**src/hbd_pkg.sv**
```systemverilog
// Purpose: shared constants and types for the h-bridge drive logic
// Assumes: one 8-bit control/status register behind an AXI4-Lite slave
// Notes: register index 0x21 sits at byte address 4 * index
package hbd_pkg;

  // bus geometry
  localparam int          ADDR_W        = 8;
  localparam int          DATA_W        = 32;
  localparam logic [7:0]  CSR_INDEX     = 8'h21;
  localparam logic [7:0]  CSR_ADDR      = CSR_INDEX << 2;
  localparam logic [7:0]  CSR_RESET     = 8'h00;

  // field positions of bridge_ctrl_status
  localparam int          BIT_ENABLE    = 0;
  localparam int          BIT_PULSE_EN  = 1;
  localparam int          BIT_LEFT_CMD  = 2;
  localparam int          BIT_RIGHT_CMD = 3;
  localparam int          BIT_DIR       = 4;
  localparam int          BIT_SHORT     = 5;
  localparam int          BIT_HEAT      = 6;
  localparam int          BIT_IRQ_EN    = 7;

  // bus responses
  localparam logic [1:0]  RESP_OKAY     = 2'h0;
  localparam logic [1:0]  RESP_SLVERR   = 2'h2;

  // gate vector order: left high, left low, right high, right low
  localparam int          GATE_LH       = 3;
  localparam int          GATE_LL       = 2;
  localparam int          GATE_RH       = 1;
  localparam int          GATE_RL       = 0;
  localparam logic [3:0]  GATES_OFF     = 4'h0;

  // pulse-drive mode, selected by {left_cmd_bit, right_cmd_bit}
  typedef enum logic [1:0] {
    HBD_MODE_UP_BRAKE   = 2'h0,
    HBD_MODE_DOWN_BRAKE = 2'h1,
    HBD_MODE_SYMMETRIC  = 2'h2,
    HBD_MODE_DUAL       = 2'h3
  } hbd_mode_e;

endpackage : hbd_pkg

```
**src/hbd_drive_if.sv**
```systemverilog
// Purpose: settings to the gate decoder and decoded gates back
// Assumes: all signals on ref_clk
// Notes: gate_next is combinational, registered by the top
`timescale 1ns/100ps
interface hbd_drive_if;
  logic       bridge_en;
  logic       pulse_drive_en;
  logic       left_cmd_bit;
  logic       right_cmd_bit;
  logic       dir_bit;
  logic       fault_hold;
  logic       first_pulse_line;
  logic       second_pulse_line;
  logic [3:0] gate_next;

  modport ctrl (
    output bridge_en, pulse_drive_en, left_cmd_bit, right_cmd_bit,
    output dir_bit, fault_hold, first_pulse_line, second_pulse_line,
    input  gate_next
  );
  modport dec (
    input  bridge_en, pulse_drive_en, left_cmd_bit, right_cmd_bit,
    input  dir_bit, fault_hold, first_pulse_line, second_pulse_line,
    output gate_next
  );
endinterface : hbd_drive_if

```
**src/hbd_gate_decode.sv**
```systemverilog
// Purpose: direction latch and gate decode for all drive modes
// Assumes: pulse lines come from on-chip generators on ref_clk
// Notes: a gate value of 1 means transistor on
`timescale 1ns/100ps
module hbd_gate_decode
  import hbd_pkg::*;
(
  // clock and reset
  input  wire logic ref_clk,
  input  wire logic rstn,
  // settings and gates
  hbd_drive_if.dec  drv
);

  logic      first_prev_reg;
  logic      second_prev_reg;
  logic      dir_eff_reg;
  logic      first_rise;
  logic      second_rise;
  logic      latch_now;
  logic      dir_use;
  hbd_mode_e mode;

  assign mode        = hbd_mode_e'({drv.left_cmd_bit, drv.right_cmd_bit});
  assign first_rise  = drv.first_pulse_line & ~first_prev_reg;
  assign second_rise = drv.second_pulse_line & ~second_prev_reg;
  // no edge at 0% or 100% duty, so the old direction stays
  assign latch_now   = drv.pulse_drive_en &
                       (first_rise | (mode == HBD_MODE_DUAL && second_rise));
  assign dir_use     = latch_now ? drv.dir_bit : dir_eff_reg;

  always_ff @(posedge ref_clk or negedge rstn) begin
    if (!rstn) begin
      first_prev_reg  <= 1'b0;
      second_prev_reg <= 1'b0;
    end else begin
      first_prev_reg  <= drv.first_pulse_line;
      second_prev_reg <= drv.second_pulse_line;
    end
  end

  always_ff @(posedge ref_clk or negedge rstn) begin
    if (!rstn) begin
      dir_eff_reg <= 1'b0;
    end else if (latch_now) begin
      dir_eff_reg <= drv.dir_bit;
    end
  end

  always_comb begin
    logic p1;
    logic p2;
    p1            = drv.first_pulse_line;
    p2            = drv.second_pulse_line;
    drv.gate_next = GATES_OFF;
    if (!drv.bridge_en || drv.fault_hold) begin
      drv.gate_next = GATES_OFF;
    end else if (!drv.pulse_drive_en) begin
      // direct mode, direction has no effect
      drv.gate_next[GATE_LH] = drv.left_cmd_bit;
      drv.gate_next[GATE_LL] = ~drv.left_cmd_bit;
      drv.gate_next[GATE_RH] = drv.right_cmd_bit;
      drv.gate_next[GATE_RL] = ~drv.right_cmd_bit;
    end else begin
      unique case (mode)
        HBD_MODE_UP_BRAKE, HBD_MODE_DOWN_BRAKE: begin
          if (!p1) begin
            if (mode == HBD_MODE_UP_BRAKE) begin
              drv.gate_next = 4'hA;
            end else begin
              drv.gate_next = 4'h5;
            end
          end else if (!dir_use) begin
            drv.gate_next = 4'h9;
          end else begin
            drv.gate_next = 4'h6;
          end
        end
        HBD_MODE_SYMMETRIC: begin
          if (p1 == ~dir_use) begin
            drv.gate_next = 4'h9;
          end else begin
            drv.gate_next = 4'h6;
          end
        end
        HBD_MODE_DUAL: begin
          drv.gate_next = {p1, ~p1, p2, ~p2};
        end
      endcase
    end
  end

endmodule : hbd_gate_decode

```
**src/hbd_bridge_top.sv**
```systemverilog
// Purpose: h-bridge drive mode logic with AXI4-Lite register access
// Assumes: pulse lines on ref_clk; fault inputs asynchronous
`timescale 1ns/100ps
module hbd_bridge_top
  import hbd_pkg::*;
(
  // clock and reset
  input  wire logic              ref_clk,
  input  wire logic              rstn,
  // axi4-lite write address
  input  wire logic [ADDR_W-1:0] s_axi_awaddr,
  input  wire logic              s_axi_awvalid,
  output logic                   s_axi_awready,
  // axi4-lite write data
  input  wire logic [DATA_W-1:0] s_axi_wdata,
  input  wire logic [3:0]        s_axi_wstrb,
  input  wire logic              s_axi_wvalid,
  output logic                   s_axi_wready,
  // axi4-lite write response
  output logic [1:0]             s_axi_bresp,
  output logic                   s_axi_bvalid,
  input  wire logic              s_axi_bready,
  // axi4-lite read address
  input  wire logic [ADDR_W-1:0] s_axi_araddr,
  input  wire logic              s_axi_arvalid,
  output logic                   s_axi_arready,
  // axi4-lite read data
  output logic [DATA_W-1:0]      s_axi_rdata,
  output logic [1:0]             s_axi_rresp,
  output logic                   s_axi_rvalid,
  input  wire logic              s_axi_rready,
  // on-chip pulse generators
  input  wire logic              first_pulse_line,
  input  wire logic              second_pulse_line,
  // fault detectors
  input  wire logic              short_fault_in,
  input  wire logic              heat_fault_in,
  // gate drives
  output logic                   left_high_gate,
  output logic                   left_low_gate,
  output logic                   right_high_gate,
  output logic                   right_low_gate,
  // fault interrupt request
  output logic                   fault_irq
);

  // control bits held by software, and the interrupt enable history
  logic              bridge_en_reg;
  logic              pulse_drive_en_reg;
  logic              left_cmd_bit_reg;
  logic              right_cmd_bit_reg;
  logic              dir_bit_reg;
  logic              bridge_irq_enable_reg;
  logic              irq_en_prev_reg;

  // fault path
  logic              short_meta_reg;
  logic              short_sync_reg;
  logic              heat_meta_reg;
  logic              heat_sync_reg;
  logic              short_fault_flag_reg;
  logic              heat_fault_flag_reg;
  logic              short_set;
  logic              heat_set;
  logic              short_fault_flag_next;
  logic              heat_fault_flag_next;
  logic              irq_set;
  logic              irq_next;
  logic              short_rise;
  logic              heat_rise;
  logic              arm_rise;

  // bus slave state
  logic              aw_held_reg;
  logic              w_held_reg;
  logic [ADDR_W-1:0] awaddr_reg;
  logic [7:0]        wdata_reg;
  logic              wstrb_reg;
  logic              aw_hs;
  logic              w_hs;
  logic              ar_hs;
  logic              b_hs;
  logic              r_hs;
  logic              do_write;
  logic              csr_write;
  logic [7:0]        csr_value;
  logic              aw_mapped;
  logic              ar_mapped;
  logic [DATA_W-1:0] rdata_next;
  logic [1:0]        rresp_next;

  hbd_drive_if drv ();

  // bus handshakes
  assign aw_hs     = s_axi_awvalid & s_axi_awready;
  assign w_hs      = s_axi_wvalid & s_axi_wready;
  assign ar_hs     = s_axi_arvalid & s_axi_arready;
  assign b_hs      = s_axi_bvalid & s_axi_bready;
  assign r_hs      = s_axi_rvalid & s_axi_rready;
  assign do_write  = aw_held_reg & w_held_reg & ~s_axi_bvalid;
  assign aw_mapped = (awaddr_reg == CSR_ADDR);
  assign ar_mapped = (s_axi_araddr == CSR_ADDR);
  assign csr_write = do_write & wstrb_reg & aw_mapped;

  // register image as software sees it
  assign csr_value = {bridge_irq_enable_reg, heat_fault_flag_reg,
                      short_fault_flag_reg, dir_bit_reg, right_cmd_bit_reg,
                      left_cmd_bit_reg, pulse_drive_en_reg, bridge_en_reg};

  // write address channel
  always_ff @(posedge ref_clk or negedge rstn) begin
    if (!rstn) begin
      s_axi_awready <= 1'b0;
      aw_held_reg   <= 1'b0;
      awaddr_reg    <= '0;
    end else begin
      if (aw_hs) begin
        s_axi_awready <= 1'b0;
        aw_held_reg   <= 1'b1;
        awaddr_reg    <= s_axi_awaddr;
      end else begin
        if (do_write) begin
          aw_held_reg <= 1'b0;
        end
        if (!aw_held_reg && !s_axi_bvalid) begin
          s_axi_awready <= 1'b1;
        end
      end
    end
  end

  // write data channel, only byte lane 0 carries register bits
  always_ff @(posedge ref_clk or negedge rstn) begin
    if (!rstn) begin
      s_axi_wready <= 1'b0;
      w_held_reg   <= 1'b0;
      wdata_reg    <= 8'h00;
      wstrb_reg    <= 1'b0;
    end else begin
      if (w_hs) begin
        s_axi_wready <= 1'b0;
        w_held_reg   <= 1'b1;
        wdata_reg    <= s_axi_wdata[7:0];
        wstrb_reg    <= s_axi_wstrb[0];
      end else begin
        if (do_write) begin
          w_held_reg <= 1'b0;
        end
        if (!w_held_reg && !s_axi_bvalid) begin
          s_axi_wready <= 1'b1;
        end
      end
    end
  end

  // write response, unmapped address answers slverr
  always_ff @(posedge ref_clk or negedge rstn) begin
    if (!rstn) begin
      s_axi_bvalid <= 1'b0;
      s_axi_bresp  <= RESP_OKAY;
    end else if (do_write) begin
      s_axi_bvalid <= 1'b1;
      s_axi_bresp  <= aw_mapped ? RESP_OKAY : RESP_SLVERR;
    end else if (b_hs) begin
      s_axi_bvalid <= 1'b0;
    end
  end

  // read answer for the address on offer, zero and slverr when unmapped
  always_comb begin
    rdata_next = '0;
    rresp_next = RESP_SLVERR;
    if (ar_mapped) begin
      rdata_next = {24'h000000, csr_value};
      rresp_next = RESP_OKAY;
    end
  end

  // read channel, answer one cycle after the address is taken
  always_ff @(posedge ref_clk or negedge rstn) begin
    if (!rstn) begin
      s_axi_arready <= 1'b0;
      s_axi_rvalid  <= 1'b0;
      s_axi_rdata   <= '0;
      s_axi_rresp   <= RESP_OKAY;
    end else if (ar_hs) begin
      s_axi_arready <= 1'b0;
      s_axi_rvalid  <= 1'b1;
      s_axi_rdata   <= rdata_next;
      s_axi_rresp   <= rresp_next;
    end else if (r_hs) begin
      s_axi_rvalid  <= 1'b0;
      s_axi_arready <= 1'b1;
    end else if (!s_axi_rvalid) begin
      s_axi_arready <= 1'b1;
    end
  end

  // software-writable bits; flag positions are not stored here
  always_ff @(posedge ref_clk or negedge rstn) begin
    if (!rstn) begin
      bridge_en_reg         <= CSR_RESET[BIT_ENABLE];
      pulse_drive_en_reg    <= CSR_RESET[BIT_PULSE_EN];
      left_cmd_bit_reg      <= CSR_RESET[BIT_LEFT_CMD];
      right_cmd_bit_reg     <= CSR_RESET[BIT_RIGHT_CMD];
      dir_bit_reg           <= CSR_RESET[BIT_DIR];
      bridge_irq_enable_reg <= CSR_RESET[BIT_IRQ_EN];
    end else if (csr_write) begin
      bridge_en_reg         <= wdata_reg[BIT_ENABLE];
      pulse_drive_en_reg    <= wdata_reg[BIT_PULSE_EN];
      left_cmd_bit_reg      <= wdata_reg[BIT_LEFT_CMD];
      right_cmd_bit_reg     <= wdata_reg[BIT_RIGHT_CMD];
      dir_bit_reg           <= wdata_reg[BIT_DIR];
      bridge_irq_enable_reg <= wdata_reg[BIT_IRQ_EN];
    end
  end

  // short-circuit input through two flops
  always_ff @(posedge ref_clk or negedge rstn) begin
    if (!rstn) begin
      short_meta_reg <= 1'b0;
      short_sync_reg <= 1'b0;
    end else begin
      short_meta_reg <= short_fault_in;
      short_sync_reg <= short_meta_reg;
    end
  end

  // overtemperature input through two flops
  always_ff @(posedge ref_clk or negedge rstn) begin
    if (!rstn) begin
      heat_meta_reg  <= 1'b0;
      heat_sync_reg  <= 1'b0;
    end else begin
      heat_meta_reg  <= heat_fault_in;
      heat_sync_reg  <= heat_meta_reg;
    end
  end

  // flags set only while enabled; enable low clears them, even with a fault present
  assign short_set             = short_sync_reg & bridge_en_reg;
  assign heat_set              = heat_sync_reg & bridge_en_reg;
  assign short_fault_flag_next = short_set | (short_fault_flag_reg & bridge_en_reg);
  assign heat_fault_flag_next  = heat_set | (heat_fault_flag_reg & bridge_en_reg);

  always_ff @(posedge ref_clk or negedge rstn) begin
    if (!rstn) begin
      short_fault_flag_reg <= 1'b0;
    end else begin
      short_fault_flag_reg <= short_fault_flag_next;
    end
  end

  always_ff @(posedge ref_clk or negedge rstn) begin
    if (!rstn) begin
      heat_fault_flag_reg  <= 1'b0;
    end else begin
      heat_fault_flag_reg  <= heat_fault_flag_next;
    end
  end

  // interrupt request: flag rise, or enable rise over a standing flag
  assign short_rise = short_set & ~short_fault_flag_reg;
  assign heat_rise  = heat_set & ~heat_fault_flag_reg;
  assign arm_rise   = bridge_irq_enable_reg & ~irq_en_prev_reg;
  // no new request once enable is low, even with a flag not yet cleared
  assign irq_set    = bridge_irq_enable_reg & bridge_en_reg &
                      (short_rise | heat_rise |
                       (arm_rise & (short_fault_flag_reg | heat_fault_flag_reg)));
  assign irq_next   = irq_set | (fault_irq & bridge_en_reg);

  // enable history, for the rise of the interrupt enable
  always_ff @(posedge ref_clk or negedge rstn) begin
    if (!rstn) begin
      irq_en_prev_reg <= 1'b0;
    end else begin
      irq_en_prev_reg <= bridge_irq_enable_reg;
    end
  end

  always_ff @(posedge ref_clk or negedge rstn) begin
    if (!rstn) begin
      fault_irq <= 1'b0;
    end else begin
      fault_irq <= irq_next;
    end
  end

  // settings to the decoder
  assign drv.bridge_en         = bridge_en_reg;
  assign drv.pulse_drive_en    = pulse_drive_en_reg;
  assign drv.left_cmd_bit      = left_cmd_bit_reg;
  assign drv.right_cmd_bit     = right_cmd_bit_reg;
  assign drv.dir_bit           = dir_bit_reg;
  assign drv.fault_hold        = short_set | heat_set |
                                 short_fault_flag_reg | heat_fault_flag_reg;
  assign drv.first_pulse_line  = first_pulse_line;
  assign drv.second_pulse_line = second_pulse_line;

  hbd_gate_decode u_decode (
    .ref_clk (ref_clk),
    .rstn    (rstn),
    .drv     (drv)
  );

  // gates leave through flops
  always_ff @(posedge ref_clk or negedge rstn) begin
    if (!rstn) begin
      left_high_gate  <= 1'b0;
      left_low_gate   <= 1'b0;
      right_high_gate <= 1'b0;
      right_low_gate  <= 1'b0;
    end else begin
      left_high_gate  <= drv.gate_next[GATE_LH];
      left_low_gate   <= drv.gate_next[GATE_LL];
      right_high_gate <= drv.gate_next[GATE_RH];
      right_low_gate  <= drv.gate_next[GATE_RL];
    end
  end

endmodule : hbd_bridge_top

```
**config.mk**
```make
export PLATFORM = sky130hd
export DESIGN_NAME = hbd_bridge_top
export DESIGN_NICKNAME = d
export VERILOG_FILES = /design/src/hbd_pkg.sv /design/src/hbd_drive_if.sv /design/src/hbd_gate_decode.sv /design/src/hbd_bridge_top.sv
export SDC_FILE = /design/constraint.sdc
export NUM_CORES = 1
export LEC_CHECK = 0
export BUFFER_PORTS_ARGS = -buffer_cell sky130_fd_sc_hd__clkbuf_2
export CAP_MARGIN = 10
export CORE_ASPECT_RATIO = 0.75
export CORE_MARGIN = 2
export CORE_UTILIZATION = 45
export DETAILED_ROUTE_END_ITERATION = 7
export PLACE_DENSITY = 0.77
export SLEW_MARGIN = 30
export SYNTH_ARGS = -nofsm -noshare
export SYNTH_HDL_FRONTEND = slang
export SYNTH_SLANG_ARGS = --single-unit
```
**constraint.sdc**
```tcl
create_clock -name ref_clk -period 2.2 [get_ports ref_clk]
set_input_delay 0.44 -clock ref_clk [delete_from_list [all_inputs] [get_ports ref_clk]]
set_output_delay 0.44 -clock ref_clk [all_outputs]
set_load 0.05 [all_outputs]
```
==> results.txt, run 1 <==
- The flow ran to the end, and the final reports show no timing, DRC or antenna violations.
* Share of the cycle needed by the critical path after routing: 0.804
* Post-cts hold buffer count: 0
* Via count of the first global-routing pass: approximately 1200
* GPL Wtd Cong: just under 0.8
- The later pin in the worst-skew pair is clocked with a latency of approximately 0.30 ns.
* Pin count of the biggest net entering global routing: 25
- Antenna Violating Nets Remaining: 0
- Max-cap violations: 0
- The H-tree was split into 2 levels.
- Effective utilization at floorplan: 0.465
- Once layout is done, the placed cells without fillers occupy roughly 2600 sq um.
- Of the cells placed in the final design, the portion with a size suffix greater than 1 is 0.357.
* Die width: 85.7 um
- In the synthesized netlist, the number of instances is around 180.
* Total count of max-transition violations in the final report: 0
* Setup repair after global routing missed its margin: no
* Overall global routing resource usage: 0.133
- Total of buffers placed on input and output ports: between 50 and 60
* Die outline height: ~65 um
* Number of failing setup endpoints in the final timing report: 0
- The die covers roughly 5600 sq um.
* Cells resized by post-CTS repair: 0
- Remaining routing DRC violations: 0
- Post-Place Cells: between 200 and 300
* Number of nets in the layout: 300
* Min Clock Period, post-route: roughly 1.8 ns
* Number of antenna violations at the first check in global routing: 0
- I/O pin count: between 100 and 150
- In this run the mean area of a mapped cell was roughly 13 sq um.
- The worst hold path belongs to the class input pin to async pin.
- After floorplanning, the core was sized to cover a little under 5000 sq um.
* Clock Tree Root: clkbuf_8
- Drt first-iter violations: 64
- Number of non-filler instances in the completed layout: around 300
* Vias per cell: approximately 4.8
- For this run, the register share of the synthesized area comes to 0.589.
- Summing all multi-input logic gate instances after layout gives around 790 sq um.
- For the worst flop-to-flop path, the logic depth is 4.
- Top area cells in the synthesized netlist: dfrtp_1 (59%), mux2_2 (11%), buf_4 (8.7%)
* Buffers inserted during post-CTS setup optimization: 0
* Total negative setup slack: 0 ns
- Distinct cell type count after synthesis: 31
- Netlist area before placement: ~2300 sq um
- In this run, synthesis produced a sequential element count of 53.
* Share of the synthesized area in the top cell type: 0.589
* 1st-pass router iterations: 4
- Critical path peak fanout: 6
- Clk pin slew, worst setup/hold paths: 0.09 ns
- The routed design has approximately 3700 um of wire.
- The worst setup path is launched from a register.
* Highest attainable clock frequency: between 0.5 and 0.6 GHz
* RR Endpoint: bridge_en_reg
- Required time of the critical path: ~2.4 ns
- Area added between synthesis and finish: 15.1%
* Synthesis Warnings: 0
* Source of the worst register-to-register timing path: awaddr_reg[5]
- Cell type with the largest total area after synthesis: dfrtp_1
- Post-placement cell area: around 2500 sq um
- Via count: 1430
- Filler Cells Inserted: ~440
- Leakage: roughly 1.3 nW
- Crit Path Class: register to register
- Endpoints failing hold: 0
- Across the whole layout, storage elements account for around 1300 sq um.
* Crit path arrival time: 1.96 ns
* Num CTS Buffers: 5
* Average wire per standard cell: 12.3 um
- TritonCTS clock tree: built
* Clock net sink count: 53
* Wire length of the first global-routing pass: ~5700 um
- The number of antenna diodes in the final layout is 0.
* Largest clock skew in the final design: 0.00534 ns
- Detailed placement ended at an HPWL of roughly 2800 um.
- Row generation in the floorplan step produced 22 rows.
* Type of destination of the critical path: register
- IR analysis of the VDD net gives a maximum drop of approximately 740 uV.
- No sink is reached through more buffers than the 2 on the longest clock path.
- Leading cell types in the layout, fill and taps excluded: dfrtp_1 (53), clkbuf_2 (53), conb_1 (26)
- Worst reg-to-reg setup slack: ~0.43 ns
- The total overflow left after global routing is 0.
- For this design the ratio of total power to cell area is about 960 nW/um^2.
[worst max-delay path: stages, from the launching register on]
cell and delay [ns]:
dfrtp_1 0.39, nor4b_1 0.34, nand2_1 0.12, or3_1 0.46, mux2_1 0.35
[where the power goes]
group          total [W]  leakage, nW  internal [W]  switching [W]
combinational   0.000644        0.613      0.000251       0.000392
sequential       0.00132        0.667       0.00119       0.000136
clock           0.000513       0.0395      0.000227       0.000286
[worst max path at each step]
| stage | from | end | slack, ns | cells after the start |
|---|---|---|---|---|
| finish | awaddr_reg[5] | bridge_en_reg | 0.43 | 4 |
| global route | awaddr_reg[5] | bridge_en_reg | 0.30 | 4 |
| CTS | awaddr_reg[5] | bridge_en_reg | 0.39 | 4 |
| detailed placement | s_axi_araddr[0] | s_axi_rdata[3] | 0.39 | 4 |
| global placement | s_axi_araddr[0] | s_axi_rdata[7] | 0.42 | 4 |
| floorplan | s_axi_bvalid | bridge_en_reg | 0.44 | 5 |
[cell usage after synthesis (all sizes together)]
| library cell | n |
|---|---|
| nand2b | 4 |
| nand3 | 3 |
| clkbuf | 2 |
| a31oi | 1 |
| or3 | 1 |
| mux2 | 22 |
| nor2b | 6 |
| nand4b | 1 |
| or4b | 2 |
| a21o | 1 |
| nor3 | 1 |
| or2 | 1 |
| o21a | 3 |
| a21oi | 5 |
| buf | 26 |
| inv | 6 |
| dfrtp | 53 |
| nand2 | 10 |
| nor2 | 6 |
| a31o | 1 |
| conb | 1 |
| a211oi | 2 |
| a22o | 8 |
| o221ai | 1 |
| a311oi | 1 |
| and3b | 1 |
| nor4b | 2 |
| o221a | 1 |
| o21ai | 6 |
[area by class of cell]
type	instances	area share
multi-input combinational	116	0.306
inverter	6	0.00870
timing repair buffer	55	0.113
tap	60	0.0290
clock buffer	8	0.0309
sequential	53	0.512
[kinds of logic (layout without fill, tap and decap cells)]
family / Yosys count / after routing / synth area share
muxes: 22 / 22 / 0.110
other: 1 / 26 / 0.00167
AOI/OAI and AO/OA: 30 / 30 / 0.0978
buffers and inverters: 34 / 69 / 0.100
DFF: 53 / 53 / 0.589
and+or+nand+nor: 38 / 38 / 0.101
[metrics by stage]
step,worst slack (ns),total power [W],hold WS [ns],util
CTS,0.391,0.00251,0.0868,0.535
global route,0.304,0.00262,0.0986,0.535
finish,0.431,0.00248,0.0794,0.535
global placement,0.415,0.00197,0.336,0.518
detailed placement,0.395,0.00200,0.337,0.518
floorplan,0.441,0.00186,0.144,-
[routing by layer]
layer,track usage,vias to the layer above,wire length (um)
met5,0,-,0
met4,0.0238,0,0
met3,0.0603,0,341
met2,0.195,59,1630
met1,0.185,682,1690
li1,-,689,-
Power figures use the tool's default switching activity.
==> inputs of run 2 (changes only) <==
- ABC_AREA: default -> 1
- clock period: 2.2 -> 1.65 ns (I/O delays scaled with it)
==> run 2 against run 1 <==
Against the previous run: core utilization is 0.96 points higher; non-clock buffer count is 2 higher; combinational power is 57% higher; fmax is 24% higher; critical path depth is 6 higher; count of clock-buffer cells in the layout is 1 lower; sequential cell count stayed put.
==> results.txt, run 2 <==
* Cells resized by post-CTS repair: 0
- The analysis attributes to net switching a power of ~0.0013 W.
- STA classifies the critical path startpoint as a register.
- Of the total power, combinational logic draws 0.285.
- Clk_lat worst skew: slightly above 0.3 ns
- Std cell rows: 22
- Clock Tree Root: clkbuf_8
* Via count: between 1500 and 2000
* Cell-internal power: 0.00222 W
- By startpoint and endpoint, the worst setup path is classified as register to register.
* Leakage: 1.44 nW
* Share of the synthesized area in the top cell type: 0.577
- Max-cap violations: 0
* Type of destination of the critical path: register
- The count of nets left with antenna violations once routing finished came out at 0.
* WP buf/inv: 1
* Number of nets in the layout: approximately 370
* Via count of the first global-routing pass: approximately 1600
- In this run, synthesis inferred 0 flip-flops with an integrated enable.
* Setup repair after global routing missed its margin: no
- Synthesized-area fraction occupied by and/or/nand/nor cells: 0.180
* Highest attainable clock frequency: 0.703 GHz
- Top area cells in the synthesized netlist: dfrtp_1 (58%), nand2_1 (10%), buf_4 (8.5%)
- Of the total synthesized cell area, the portion taken by full adders, half adders and majority gates is 0.
* Leading post-synthesis cells by instance count: nand2_1 (62), dfrtp_1 (53), inv_1 (33)
- For this run, design rule violations remaining after detail routing come to 0.
- The H-tree was split into 2 levels.
- Drt first-iter violations: between 90 and 100
* CTS max path bufs: 2
* Min Clock Period, post-route: approximately 1.4 ns
* Post-Place Cells: 361
- Worst Hold Depth: 1
* Register share of total power: 0.493
* Main combinational cell family by area after synthesis: simple AND/OR/NAND/NOR gates
- Global route total overflow: 0
* Num CTS Buffers: 5
- Vias per cell: around 4.5
- For this design, the slowest cell found on the critical path is dfrtp_1.
- Share of the cycle needed by the critical path after routing: 0.862
* Die width: around 87 um
* Overall power of the completed layout: between 0.003 and 0.004 W
* Sequential fraction of the synthesis area: 0.577
- For the worst flop-to-flop path, the logic depth is 10.
* Distinct cell type count after synthesis: 23
- In this design, the critical path's most frequently occurring cell is nand2_2.
- Routability-driven placement finished with a final weighted congestion of around 0.80.
* Worst path depth: 10
- Endpoints failing hold: 0
- Of the cells placed in the final design, the portion with a size suffix greater than 1 is 0.242.
- Critical path peak fanout: 5
- For this run, the total global-route usage over all layers was measured as 0.155.
- Synthesis handed over a netlist of 250 instances.
- In this run the worst hold path is classified as input pin to register.
* Total negative setup slack: 0 ns
- Max VDD drop: about 1100 uV
- Run status: complete, no violations
- Compared with the post-synthesis result, the final layout area differs by 16.1%.
- Top cell family by delay on the critical path: simple AND/OR/NAND/NOR gates
- Of all cell types, the one taking the most synthesized area is dfrtp_1.
- Final wirelength: between 4000 and 5000 um
- During I/O placement, the number of pins put on the boundary was between 100 and 150.
- Of the total power, the clock network draws 0.221.
- The number of antenna diodes in the final layout is 0.
- TritonCTS clock tree: built
- Synthesis Warnings: 0
- Crit path arrival time: 1.65 ns
- Number of failing setup endpoints in the final timing report: 0
- For this design the ratio of total power to cell area is 1330 nW/um^2.
* Sw Ratio: 0.371
- Buffers inserted during post-CTS setup optimization: 0
- Mean instance size in the synthesized netlist: around 9.2 sq um
- Average wire per standard cell: roughly 11 um
- The first global-routing pass estimated a little under 7000 um of wire.
* Number of antenna violations at the first check in global routing: 0
* Most used standard cell by instance count after synthesis: nand2_1
- After synthesis, the share of flip-flops with an asynchronous set or reset is 1.00.
- Largest clock skew in the final design: ~0.0046 ns
- Port buffering added between 50 and 60 buffers.
- The portion of synthesized area spent on multiplexers is 0.
- The synthesized netlist occupies a cell area of 2300 sq um.
* Core region area: 4900 sq um
- Total count of max-transition violations in the final report: 0
* Synthesis-stage register bit count: 53
* 1st-pass router iterations: 4
* Number of non-filler instances in the completed layout: 370
* Pin count of the biggest net entering global routing: 38
- After clock tree synthesis, the clock-pin slew on the worst setup and hold paths is ~0.09 ns.
- The floorplan step set the die height to between 60 and 70 um.
* Total half-perimeter wirelength after legalization and detailed placement: 3050 um
- Compound-gate portion of the synthesized area: 0.0937
* Xor-xnor portion of the synthesized cell area: 0
- For this configuration, the core starts out at a cell density of 0.469.
- Hold slack: approximately 0.12 ns
- Most frequently used flop master after synthesis: dfrtp_1
- Post-cts hold buffer count: 1
* Clock net sink count: 53
* Area enclosed by the die boundary: about 5700 sq um
- On the worst path, the slowest cell contributes a delay of 0.45 ns.
- Leading cell types in the layout, fill and taps excluded: nand2_1 (62), dfrtp_1 (53), clkbuf_2 (53)
- Required time of the critical path: about 1.9 ns
* Critical path cell sequence: nand2_2 > inv_2 > nand2_2 > nand2_4 > nand2_2 > nand2_2 > nand3_1 > a21oi_1 > nand2_1 > a21oi_1
* Commonest non-fill, non-tap cell in the layout: nand2_1
## run 2: cell count changes after synthesis, moves of 6 or more
cell,before,now
nor2b_1,6,0
o21ai_0,6,23
o21ai_1,0,6
a22o_1,8,0
mux2_2,21,0
nand2_1,10,62
inv_1,6,33
## run 2: power groups by stage
stage	combinational, W	sequential [W]	clock [W]
floorplan	0.000616	0.00194	0
global placement	0.000979	0.00175	0
detailed placement	0.00101	0.00177	0
CTS	0.00102	0.00175	0.000807
global route	0.00114	0.00178	0.000864
finish	0.00101	0.00174	0.000782
## run 2: logic make-up after synthesis
group                  Yosys count
other                            1
AOI/OAI and AO/OA               41
DFF                             53
buffers and inverters           64
and+or+nand+nor                 91
## run 2: layout make-up
| class | count | area [sq um] |
|---|---|---|
| Multi-Input combinational cell | 158 | 726 |
| Timing Repair Buffer | 57 | 310 |
| Inverter | 34 | 128 |
| Sequential cell | 53 | 1330 |
| Tap cell | 60 | 75.1 |
| Clock buffer | 7 | 96.3 |
| Clock inverter | 1 | 5.00 |
| Fill cell | 469 | 2230 |
## run 2: path summary, 6_finish.rpt
kind	slack, ns	endpoint	startpoint
min reg2reg	0.35	heat_sync_reg	heat_meta_reg
min in group asynchronous	0.48	s_axi_awready	rstn
max	0.23	right_low_gate	drv.right_cmd_bit
max reg2reg	0.23	right_low_gate	drv.right_cmd_bit
max in group asynchronous	0.64	heat_sync_reg	rstn
min	0.12	heat_meta_reg	heat_fault_in
## run 2: layer usage
| metal | GRT usage | part of all wire | vias to the layer above |
|---|---|---|---|
| met4 | 0.0586 | 0.012 | 0 |
| met1 | 0.199 | 0.46 | 760 |
| met5 | 0 | 0 | - |
| li1 | - | - | 846 |
| met2 | 0.247 | 0.46 | 60 |
| met3 | 0.0499 | 0.069 | 4 |
## run 2: metrics by stage
step	instance area (sq um)	setup WS (ns)	util
after floorplan	2390	0.181	-
after global placement	2550	0.256	0.521
after detailed placement	2550	0.223	0.521
after CTS	2670	0.224	0.544
after global routing	2670	0.0555	0.544
final	2670	0.228	0.544
## run 2: worst register-to-register path: cells and delay by family (launching register included)
kind,cells,cell delay [ns]
AO/OA/AOI/OAI,2,0.31
buffers and inverters,1,0.06
flip-flops,1,0.45
AND/OR/NAND/NOR,7,0.54
